### config.mk
export PLATFORM = sky130hd
export DESIGN_NAME = ptb_time_base
export DESIGN_NICKNAME = d
export VERILOG_FILES = /design/src/logic/ptb_pkg.sv /design/src/logic/ptb_time_base.sv
export SDC_FILE = /design/constraint.sdc
export NUM_CORES = 1
export LEC_CHECK = 0
export ABC_AREA = 1
export BUFFER_PORTS_ARGS = -buffer_cell sky130_fd_sc_hd__buf_2
export CAP_MARGIN = 30
export CORE_MARGIN = 4
export CORE_UTILIZATION = 56
export CTS_CLUSTER_DIAMETER = 60
export DETAILED_ROUTE_END_ITERATION = 6
export MAX_ROUTING_LAYER = met4
export PLACE_DENSITY = 0.78
export SLEW_MARGIN = 20
export SYNTH_ARGS = -nofsm -noshare
export SYNTH_HDL_FRONTEND = slang
export SYNTH_SLANG_ARGS = --single-unit
### constraint.sdc
create_clock -name pclk -period 4.78 [get_ports pclk]
set_input_delay 0.956 -clock pclk [delete_from_list [all_inputs] [get_ports pclk]]
set_output_delay 0.956 -clock pclk [all_outputs]
set_load 0.02 [all_outputs]
### src/logic/ptb_pkg.sv
// package for the pwm time base: offsets, fields, reset values
package ptb_pkg;
    // register byte offsets on the apb bus
    localparam logic [7:0] OFF_CTRL   = 8'h00;
    localparam logic [7:0] OFF_COUNT  = 8'h04;
    localparam logic [7:0] OFF_PERIOD = 8'h08;
    localparam logic [7:0] OFF_EVCMP  = 8'h0c;
    localparam logic [7:0] OFF_STATUS = 8'h10;
    localparam logic [7:0] OFF_MASK   = 8'h14;
    // control register field positions and count register direction bit
    localparam int CTRL_MODE_LSB  = 0;
    localparam int CTRL_PRE_LSB   = 2;
    localparam int CTRL_POST_LSB  = 4;
    localparam int CTRL_RUN_BIT   = 15;
    localparam int CNT_DIR_BIT    = 15;
    // status register bit positions
    localparam int ST_IRQ_BIT     = 0;
    localparam int ST_SEVT_BIT    = 1;
    // reset values
    localparam logic [15:0] CTRL_RESET   = 16'h0000;
    localparam logic [14:0] COUNT_RESET  = 15'h0000;
    localparam logic [14:0] PERIOD_RESET = 15'h0000;
    localparam logic [14:0] EVCMP_RESET  = 15'h0000;
    localparam logic [1:0]  MASK_RESET   = 2'h0;
    // prescaler terminal counts for 1:1, 1:4, 1:16, 1:64
    localparam logic [5:0] PRE_TC1  = 6'h00;
    localparam logic [5:0] PRE_TC4  = 6'h03;
    localparam logic [5:0] PRE_TC16 = 6'h0f;
    localparam logic [5:0] PRE_TC64 = 6'h3f;
    // counting modes
    typedef enum logic [1:0] {
        MODE_FREE   = 2'b00,
        MODE_SINGLE = 2'b01,
        MODE_UPDN   = 2'b10,
        MODE_UPDN2  = 2'b11
    } ptb_mode_type;
endpackage

### src/logic/ptb_time_base.sv
// pwm time base: counter, prescaler, postscaler, period buffer, apb slave
//
// The implementer's own choices: the APB register port and the register offsets.
`timescale 1ns/1ps
`default_nettype none

// Notes on behaviour
// free-running: count up, clear after match
// single event: clear and stop after match
// up/down: reverse at period, up at zero
// count register bit 15 shows down direction
// double update: events at zero and match
// counter is fifteen bits wide
// prescale input clock by 1, 4, 16, 64
// prescaler cleared by count/control write, reset
// control write keeps counter value
// period match when count equals active period
// zero detect when count equals zero
// stopping keeps the count value
// postscaler 1:1 to 1:16 paces flag
// postscaler cleared by count/control write, reset
// buffered period loads at cycle boundary
// period loads at once while stopped
// event trigger when count hits compare value
// single and double modes bypass postscaler
// counter moves only on prescaler pulse
module ptb_time_base
    import ptb_pkg::*;
#(
    parameter int CW = 15
) (
    // clock and reset
    input  wire logic        pclk,
    input  wire logic        presetn,
    // apb slave
    input  wire logic        psel,
    input  wire logic        penable,
    input  wire logic        pwrite,
    input  wire logic [7:0]  paddr,
    input  wire logic [31:0] pwdata,
    output logic             pready,
    output logic [31:0]      prdata,
    output logic             pslverr,
    // time base events
    output logic             period_match,
    output logic             zero_detect,
    output logic             adc_trigger,
    output logic             irq
);

    // control fields and state
    logic [15:0]   ctrl_q;
    logic [CW-1:0] count_q;
    logic          dir_q;
    logic [CW-1:0] period_buf_q;
    logic [CW-1:0] period_act_q;
    logic [CW-1:0] evcmp_q;
    logic [5:0]    pre_q;
    logic [3:0]    post_q;
    logic [1:0]    status_q;
    logic [1:0]    mask_q;
    logic          adc_trigger_q;

    ptb_mode_type mode;
    logic         run;
    logic [1:0]   pre_sel;
    logic [3:0]   post_sel;
    logic         wr_en;
    logic         rd_en;
    logic         wr_ctrl;
    logic         wr_count;
    logic         wr_period;
    logic         wr_evcmp;
    logic         wr_mask;
    logic         rd_status;
    logic         addr_ok;
    logic [5:0]   pre_tc;
    logic         tick;
    logic         event_raw;
    logic         post_hit;
    logic         irq_event;
    logic         updn;
    logic         single_stop;

    assign mode     = ptb_mode_type'(ctrl_q[CTRL_MODE_LSB +: 2]);
    assign run      = ctrl_q[CTRL_RUN_BIT];
    assign pre_sel  = ctrl_q[CTRL_PRE_LSB +: 2];
    assign post_sel = ctrl_q[CTRL_POST_LSB +: 4];
    assign updn     = mode[1];

    // apb strobes, zero wait state
    assign pready   = 1'b1;
    assign wr_en    = psel && penable && pwrite;
    assign rd_en    = psel && penable && !pwrite;

    // address decode
    always_comb begin
        addr_ok   = 1'b1;
        wr_ctrl   = 1'b0;
        wr_count  = 1'b0;
        wr_period = 1'b0;
        wr_evcmp  = 1'b0;
        wr_mask   = 1'b0;
        rd_status = 1'b0;
        if (paddr == OFF_CTRL) begin
            wr_ctrl = wr_en;
        end else if (paddr == OFF_COUNT) begin
            wr_count = wr_en;
        end else if (paddr == OFF_PERIOD) begin
            wr_period = wr_en;
        end else if (paddr == OFF_EVCMP) begin
            wr_evcmp = wr_en;
        end else if (paddr == OFF_STATUS) begin
            rd_status = rd_en;
        end else if (paddr == OFF_MASK) begin
            wr_mask = wr_en;
        end else begin
            addr_ok = 1'b0;
        end
    end

    // unmapped addresses answer with an error
    assign pslverr = psel && penable && !addr_ok;

    // read data mux
    always_comb begin
        prdata = 32'h0000_0000;
        if (paddr == OFF_CTRL) begin
            prdata[15:0] = ctrl_q;
        end else if (paddr == OFF_COUNT) begin
            prdata[CW-1:0]     = count_q;
            prdata[CNT_DIR_BIT] = dir_q;
        end else if (paddr == OFF_PERIOD) begin
            prdata[CW-1:0] = period_buf_q;
        end else if (paddr == OFF_EVCMP) begin
            prdata[CW-1:0] = evcmp_q;
        end else if (paddr == OFF_STATUS) begin
            prdata[1:0] = status_q;
        end else if (paddr == OFF_MASK) begin
            prdata[1:0] = mask_q;
        end else begin
            prdata = 32'h0000_0000;
        end
    end

    // comparators on the live count
    assign period_match = (count_q == period_act_q);
    assign zero_detect  = (count_q == '0);

    // prescaler terminal count select
    always_comb begin
        case (pre_sel)
            2'b00:   pre_tc = PRE_TC1;
            2'b01:   pre_tc = PRE_TC4;
            2'b10:   pre_tc = PRE_TC16;
            default: pre_tc = PRE_TC64;
        endcase
    end

    // a control write restarts the prescaler, so no step in that cycle
    assign tick = run && !wr_ctrl && (pre_q == pre_tc);

    // input prescaler counter
    always_ff @(posedge pclk or negedge presetn) begin
        if (!presetn) begin
            pre_q <= 6'h00;
        end else if (wr_count || wr_ctrl || !run) begin
            pre_q <= 6'h00;
        end else if (pre_q == pre_tc) begin
            pre_q <= 6'h00;
        end else begin
            pre_q <= pre_q + 6'h01;
        end
    end

    // hardware stop at the end of a single event period
    assign single_stop = tick && (mode == MODE_SINGLE) && period_match;

    // control register; hardware clears run in single event mode
    always_ff @(posedge pclk or negedge presetn) begin
        if (!presetn) begin
            ctrl_q <= CTRL_RESET;
        end else if (wr_ctrl) begin
            ctrl_q <= pwdata[15:0];
        end else if (single_stop) begin
            ctrl_q[CTRL_RUN_BIT] <= 1'b0;
        end
    end

    // counter and direction; control writes leave them alone
    always_ff @(posedge pclk or negedge presetn) begin
        if (!presetn) begin
            count_q <= COUNT_RESET;
            dir_q   <= 1'b0;
        end else if (wr_count) begin
            count_q <= pwdata[CW-1:0];
        end else if (tick) begin
            if (!updn) begin
                dir_q <= 1'b0;
                if (period_match) begin
                    count_q <= '0;
                end else begin
                    count_q <= count_q + 1'b1;
                end
            end else if (!dir_q) begin
                if (period_match && !zero_detect) begin
                    dir_q   <= 1'b1;
                    count_q <= count_q - 1'b1;
                end else if (period_match) begin
                    count_q <= count_q;
                end else begin
                    count_q <= count_q + 1'b1;
                end
            end else begin
                if (zero_detect) begin
                    dir_q   <= 1'b0;
                    count_q <= count_q + 1'b1;
                end else begin
                    count_q <= count_q - 1'b1;
                end
            end
        end
    end

    // period buffer and hidden active period
    always_ff @(posedge pclk or negedge presetn) begin
        if (!presetn) begin
            period_buf_q <= PERIOD_RESET;
            period_act_q <= PERIOD_RESET;
        end else begin
            if (wr_period) begin
                period_buf_q <= pwdata[CW-1:0];
            end
            if (!run) begin
                period_act_q <= period_buf_q;
            end else if (tick && !updn && period_match) begin
                period_act_q <= period_buf_q;
            end else if (tick && updn && zero_detect) begin
                period_act_q <= period_buf_q;
            end
        end
    end

    // raw interrupt events per mode
    always_comb begin
        event_raw = 1'b0;
        case (mode)
            MODE_FREE:   event_raw = tick && period_match;
            MODE_SINGLE: event_raw = tick && period_match;
            MODE_UPDN:   event_raw = tick && zero_detect && dir_q;
            default:     event_raw = tick && (zero_detect || period_match);
        endcase
    end

    assign post_hit  = (post_q == post_sel);
    assign irq_event = event_raw &&
        ((mode == MODE_SINGLE) || (mode == MODE_UPDN2) || post_hit);

    // output postscaler counter
    always_ff @(posedge pclk or negedge presetn) begin
        if (!presetn) begin
            post_q <= 4'h0;
        end else if (wr_count || wr_ctrl) begin
            post_q <= 4'h0;
        end else if (event_raw && post_hit) begin
            post_q <= 4'h0;
        end else if (event_raw) begin
            post_q <= post_q + 4'h1;
        end
    end

    // event compare register and trigger pulse
    always_ff @(posedge pclk or negedge presetn) begin
        if (!presetn) begin
            evcmp_q       <= EVCMP_RESET;
            adc_trigger_q <= 1'b0;
        end else begin
            if (wr_evcmp) begin
                evcmp_q <= pwdata[CW-1:0];
            end
            adc_trigger_q <= tick && (count_q == evcmp_q);
        end
    end

    assign adc_trigger = adc_trigger_q;

    // sticky status, cleared by read, set wins
    always_ff @(posedge pclk or negedge presetn) begin
        if (!presetn) begin
            status_q <= 2'h0;
        end else begin
            if (irq_event) begin
                status_q[ST_IRQ_BIT] <= 1'b1;
            end else if (rd_status) begin
                status_q[ST_IRQ_BIT] <= 1'b0;
            end
            if (tick && (count_q == evcmp_q)) begin
                status_q[ST_SEVT_BIT] <= 1'b1;
            end else if (rd_status) begin
                status_q[ST_SEVT_BIT] <= 1'b0;
            end
        end
    end

    // interrupt mask register
    always_ff @(posedge pclk or negedge presetn) begin
        if (!presetn) begin
            mask_q <= MASK_RESET;
        end else if (wr_mask) begin
            mask_q <= pwdata[1:0];
        end
    end

    assign irq = |(status_q & mask_q);
endmodule

`default_nettype wire
==> out/results.txt, run 1 <==
status = completed
routed length per instance = 16.2 µm
Critical Path RT = 3.82 ns
Final Cycle Share = 0.783
worst-path maximum fanout = 15
Worst Setup End Kind = primary output
post_cts resized = 0
largest net degree at the start of global routing = 51
layout cells sized above 1 = 0.131
Final GP Congestion = 0.868
vias in the first global route = 5285
critical path arrival = 2.79 ns
Core Rows = 37
Seq/Total Area, Yosys = 0.390
Hold WC Path Type = register to register
dpl hpwl = 11300 µm
Synth Warn # = 0
fin. max-slew vios = 0
RR Startpoint = count_q[0]$_DFFE_PN0P_
FF-to-FF End = period_act_q[7]$_DFFE_PN0P_
FF-to-FF path depth = 10
vias per inst = 5.66
Post-Route Skew = 0.0121 ns
Mapped Cells = 816
RSZ-0062 raised after global routing = no
Crit. Startpoint = paddr[0]
asr flop ratio synth = 1.00
Clock Path Buffers = 2
Die H = 111 µm
CTS tree = built
Post-synth EDFFs = 0
DRT iter0 DRCs = 490
drt pass-1 iters = 5
largest cells by area after synthesis = dfrtp_1, nand2_1, inv_1
DRC viols = 0
clock sinks = 92
ANT cells = 0
total number of vias = 5566
fin cells = 984
Period minus WS final = 3.74 ns
CP Launch Type = input port
DP Cell Count = 966
chip width = 111 µm
# IOs = 83
final net count = 892
CP endpoint = prdata[14]
Num CTS Buffers = 9
initial antenna violation count = 0
number of hold buffers added after CTS = 0
maximum vdd drop = 166 µV
Starting Density = 0.574
endpoints failing hold = 0
global-route wire length before repair = 25700 µm
antenna viol nets, final = 0
clock root buffer master = clkbuf_8
Netlist Area Pre-Place = 0.00590 mm²
CTS H-tree lvls = 3
port buffer count = 49
Fin Setup TNS = 0 ns
total gr overflow = 0
Synth Flop Type = dfrtp_1
endpoints failing setup = 0
Clock Latency Late Sink = 0.38 ns
worst slew pin tran = 0.957 ns
post-CTS setup buffer count = 0
Rel. slew slack = 0.359
area grow syn2layout = 6.81%
pwr dens = 290 mW/mm²
clk slew on worst S/H paths = 0.10 ns
core area = 0.0103 mm²
maximum capacitance violations = 0
DIE AREA = 0.0122 mm²
total track usage = 0.263
drt total wl = 15900 µm
Synth area leader = dfrtp_1
Lkg Pwr = 3.23 nW
critical path class = input port to primary output
R2R setup slack = 2.05 ns
Synth top area share = 0.390
Max Clock Freq = 0.267 GHz
flops & latches, synth = 92
Yosys cell types = 43
syn_area_per_cell = 7.23 µm²
==> metrics by stage <==
step / area [µm²] / power (mW) / utilization / hold slack (ns) / setup slack (ns)
after global placement: 6050 / 1.26 / 0.589 / 0.469 / 1.21
after detailed placement: 6050 / 1.27 / 0.589 / 0.479 / 1.09
after global routing: 6300 / 1.92 / 0.613 / 0.533 / 0.813
after CTS: 6260 / 1.82 / 0.609 / 0.503 / 1.08
final: 6300 / 1.83 / 0.613 / 0.501 / 1.04
after floorplan: 5950 / 1.17 / - / 0.448 / 1.71
==> cell type report <==
type                    count  area, µm²
fillers                   927       3980
multi-input cells         587       2940
flip-flops and latches     92       2300
inverters                  99        372
repair buffers             54        313
well taps                 136        170
clock buffers              10        138
clock inverters             6       70.1
==> layout by cell type (no fill, tap or decap), types with 12 or more instances in the layout <==
cell / Yosys / final
inv_1: 84 / 84
xnor2_1: 19 / 19
o21ai_0: 59 / 59
a21oi_1: 22 / 22
nor2_1: 66 / 66
xor2_1: 20 / 20
dfrtp_1: 92 / 92
conb_1: 2 / 17
nand4_1: 28 / 28
inv_2: 12 / 12
nand3_1: 41 / 41
buf_2: 7 / 48
nand2_1: 233 / 233
o21ai_1: 20 / 20
==> cell usage after synthesis (all sizes together) (2+ instances only) <==
cell type  count
a21oi         22
clkbuf        14
clkinv         3
o2111ai        5
nor2          74
nand2        241
nand3         43
o22ai          5
xor2          20
dfrtp         92
ha             4
conb           2
nand4         31
o21ai         83
o211ai         5
inv           96
xnor2         19
buf           39
nor3          11
==> kinds of logic (layout without fill, tap and decap cells) <==
group	after synthesis	after routing	synth area share
XOR/XNOR	39	39	0.0579
adder cells (fa/ha/maj)	4	4	0.00849
AO/OA/AOI/OAI	122	122	0.117
flip-flops	92	92	0.390
AND/OR/NAND/NOR	405	405	0.304
buffers and inverters	152	169	0.122
other	2	17	0.00127
==> worst max-delay path: stages <==
cell	delay [ns]
buf_2	0.10
inv_1	0.07
nand2_1	0.12
nor3_2	0.21
nand2_1	0.21
inv_1	0.47
nor2_1	0.14
inv_1	0.12
a21oi_1	0.05
a21oi_1	0.15
buf_2	0.18
==> per-layer routing <==
layer / track usage / up-vias / wire [µm] / share of wire
li1: - / 2623 / - / -
met1: 0.314 / 2653 / 6330 / 0.40
met2: 0.436 / 249 / 8060 / 0.51
met3: 0.0526 / 41 / 1080 / 0.068
met4: 0.108 / 0 / 433 / 0.027
met5: - / - / 0 / 0
==> power breakdown <==
part	internal [mW]	switching, mW
clock network	0.259	0.298
logic	0.127	0.299
registers	0.806	0.0404
total	1.19	0.637
==> worst min path at each step <==
stage | from | to | slack, ns | depth (start not counted)
after floorplan | ctrl_q[14]$_DFFE_PN0P_ | ctrl_q[14]$_DFFE_PN0P_ | 0.45 | 2
after global placement | ctrl_q[13]$_DFFE_PN0P_ | ctrl_q[13]$_DFFE_PN0P_ | 0.47 | 2
after detailed placement | ctrl_q[10]$_DFFE_PN0P_ | ctrl_q[10]$_DFFE_PN0P_ | 0.48 | 2
after CTS | ctrl_q[10]$_DFFE_PN0P_ | ctrl_q[10]$_DFFE_PN0P_ | 0.50 | 2
after global routing | pre_q[0]$_DFF_PN0_ | pre_q[0]$_DFF_PN0_ | 0.53 | 1
final | ctrl_q[13]$_DFFE_PN0P_ | ctrl_q[13]$_DFFE_PN0P_ | 0.50 | 2
==> sequential cells by signal, summed over array words and instances, names as in the netlist <==
register and cells:
ctrl_q 16, count_q 15, evcmp_q 15, period_act_q 15, period_buf_q 15, pre_q 6
post_q 4, mask_q 2, status_q 2, adc_trigger 1, dir_q 1
(Power assumes the default switching activity.)
==> run 2: changes to the inputs <==
--- a/config.mk
+++ b/config.mk
@@ -9,7 +9,7 @@
 export BUFFER_PORTS_ARGS = -buffer_cell sky130_fd_sc_hd__buf_2
 export CAP_MARGIN = 30
 export CORE_MARGIN = 4
-export CORE_UTILIZATION = 56
+export CORE_UTILIZATION = 53
 export CTS_CLUSTER_DIAMETER = 60
 export DETAILED_ROUTE_END_ITERATION = 6
 export MAX_ROUTING_LAYER = met4
==> constraint.sdc (replaced) <==
create_clock -name pclk -period 3.2 [get_ports pclk]
set_input_delay 0.64 -clock pclk [delete_from_list [all_inputs] [get_ports pclk]]
set_output_delay 0.64 -clock pclk [all_outputs]
set_load 0.02 [all_outputs]
==> out/results.txt, run 2 (synthesis gave the netlist of run 1 again) <==
Sw Share = 0.334 (-0.0140)
maximum vdd drop = 319 µV (+92%)
DRT iter0 DRCs = 381 (-22%)
post-CTS setup buffer count = 0 (unchanged)
Starting Density = 0.542 (-0.0322)
RSZ-0062 raised after global routing = no
logic gate share of total power = 0.226 (-0.007)
Final GP Congestion = 0.924 (+6.4%)
port buffer count = 49 (unchanged)
Max Clock Freq = 0.355 GHz
post-place setup slack = 0.436 ns (-0.656 ns)
number of buffers and inverters on the critical path = 5 (unchanged)
Core Rows = 38 (+2.7%)
worst-path maximum fanout = 11 (-4)
CP Launch Type = input port
Fin Setup TNS = 0 ns (unchanged)
most frequent cells in the layout = nand2_1, dfrtp_1, inv_1
total track usage = 0.243 (-0.0204)
R2R setup slack = 0.83 ns (-1.22 ns)
status = completed
most common cell after layout, fill and taps aside = nand2_1
DIE AREA = 0.0129 mm² (+5.2%)
chip width = 113 µm (+2.6%)
delay of the slowest critical-path stage = 0.25 ns (-0.22 ns)
critical path class = input port to primary output
initial antenna violation count = 0 (unchanged)
Hold WC Path Type = input port to async pin
Critical Path RT = 2.56 ns (-1.26 ns)
clk slew on worst S/H paths = 0.09 ns (about the same)
slowest CP cell = buf_4
FF-to-FF path depth = 13 (+3)
CTS tree = built
DP Cell Count = 977 (+1.1%)
register share of total power = 0.465 (+0.002)
total number of vias = 5258 (-5.5%)
clock sinks = 92 (unchanged)
Critical Path, Cell by Cell = buf_2 > inv_1 > nand2_1 > nor3_2 > nand2_1 > inv_1 > buf_4 > nand3_1 > o21ai_0 > a21oi_1 > buf_2
Die H = 113 µm (+2.6%)
vias per inst = 5.30 (-6.4%)
Num CTS Buffers = 9 (unchanged)
number of hold buffers added after CTS = 0 (unchanged)
largest net degree at the start of global routing = 48 (-5.9%)
Worst Setup End Kind = primary output
Final Cycle Share = 0.879
Overall Power = 2.71 mW (+48%)
dpl hpwl = 10600 µm (-6.5%)
Period minus WS final = 2.81 ns
endpoints failing hold = 0 (unchanged)
switching power = 0.904 mW (+42%)
clock network fraction of design power = 0.309 (+0.004)
Int Pwr = 1.80 mW (+51%)
area grow syn2layout = 7.32%
drt pass-1 iters = 7 (+2)
Post-Route Skew = 0.0157 ns (+0.00360 ns)
Clock Latency Late Sink = 0.38 ns (about the same)
endpoints failing setup = 0 (unchanged)
# fillers = 1064 (+15%)
ANT cells = 0 (unchanged)
clock root buffer master = clkbuf_8
antenna viol nets, final = 0 (unchanged)
Clock Path Buffers = 2 (unchanged)
layout cells sized above 1 = 0.135 (+0.00392)
worst slew pin tran = 0.609 ns (-0.348 ns)
final core occ = 0.581 (-0.0316)
# IOs = 83 (unchanged)
maximum capacitance violations = 0 (unchanged)
critical path arrival = 2.17 ns (-0.62 ns)
largest register by flop count = ctrl_q
core area = 0.0109 mm² (+5.9%)
max reg flops = 16 (unchanged)
CTS H-tree lvls = 3 (unchanged)
post_cts resized = 0 (unchanged)
DRC viols = 0 (unchanged)
Rel. slew slack = 0.594 (+0.235)
fin cells = 993 (+0.91%)
fin. max-slew vios = 0 (unchanged)
RR Startpoint = count_q[11]$_DFFE_PN0P_
family with the most delay on the worst path = buffers and inverters
pwr dens = 428 mW/mm² (+47%)
final worst slack = 0.386 ns (-0.651 ns)
drt total wl = 14500 µm (-8.7%)
global-route wire length before repair = 24200 µm (-6.0%)
routed length per instance = 14.6 µm (-9.5%)
vias in the first global route = 4849 (-8.2%)
FF-to-FF End = period_act_q[5]$_DFFE_PN0P_
total gr overflow = 0 (unchanged)
final net count = 898 (+0.67%)
Lkg Pwr = 3.25 nW (+0.90%)
==> run 2: cell count changes in the layout (fill, tap and decap cells not counted) <==
cell,previous run,this run
a2111oi_1,1,0
buf_16,1,0
buf_4,4,10
clkinv_4,0,1
buf_12,0,1
clkinvlp_4,3,0
a2111oi_0,0,1
buf_8,1,0
clkbuf_1,0,1
clkbuf_8,10,11
==> run 2: final cells by class <==
cell class,instances,area [µm²],area share
Clock buffer,11,151,0.0239
Clock inverter,4,56.3,0.00890
Inverter,99,372,0.0587
Multi-Input combinational cell,587,2930,0.464
Sequential cell,92,2300,0.364
Tap cell,140,175,0.0277
Timing Repair Buffer,60,339,0.0536
==> run 2: worst max path at each step <==
stage / cells after the start / start / end
floorplan: 8 / paddr[5] / prdata[3]
global route: 11 / paddr[0] / prdata[7]
CTS: 11 / paddr[0] / prdata[14]
finish: 11 / paddr[0] / prdata[7]
detailed placement: 11 / paddr[0] / prdata[7]
global placement: 11 / paddr[0] / prdata[7]
==> run 2: per-stage QoR <==
stage | cell area [µm²] | hold WS, ns
global route | 6330 | 0.290
floorplan | 5950 | 0.344
global placement | 6120 | 0.466
detailed placement | 6120 | 0.474
finish | 6330 | 0.261
CTS | 6330 | 0.271
==> run 2: power groups by stage <==
stage / Sequential (mW) / Clock, mW / Combinational [mW]
after floorplan: 1.26 / 0 / 0.487
after CTS: 1.26 / 0.856 / 0.610
after global routing: 1.27 / 0.898 / 0.694
after detailed placement: 1.28 / 0 / 0.608
final: 1.26 / 0.835 / 0.613
after global placement: 1.28 / 0 / 0.601
==> run 2: layer usage <==
layer / GRT usage / part of all wire / up-vias / routed length (µm)
met5: - / 0 / - / 0
met4: 0.110 / 0.039 / 0 / 564
met2: 0.372 / 0.46 / 171 / 6750
met3: 0.0408 / 0.059 / 40 / 856
li1: - / - / 2638 / -
met1: 0.317 / 0.44 / 2409 / 6370
==> run 2: worst reg2reg max path, delay by kind of cell, from the launching register on <==
kind | cells | cell delay, ns
simple gates | 9 | 1.06
compound gates | 2 | 0.17
buf+inv | 2 | 0.51
flops | 1 | 0.56
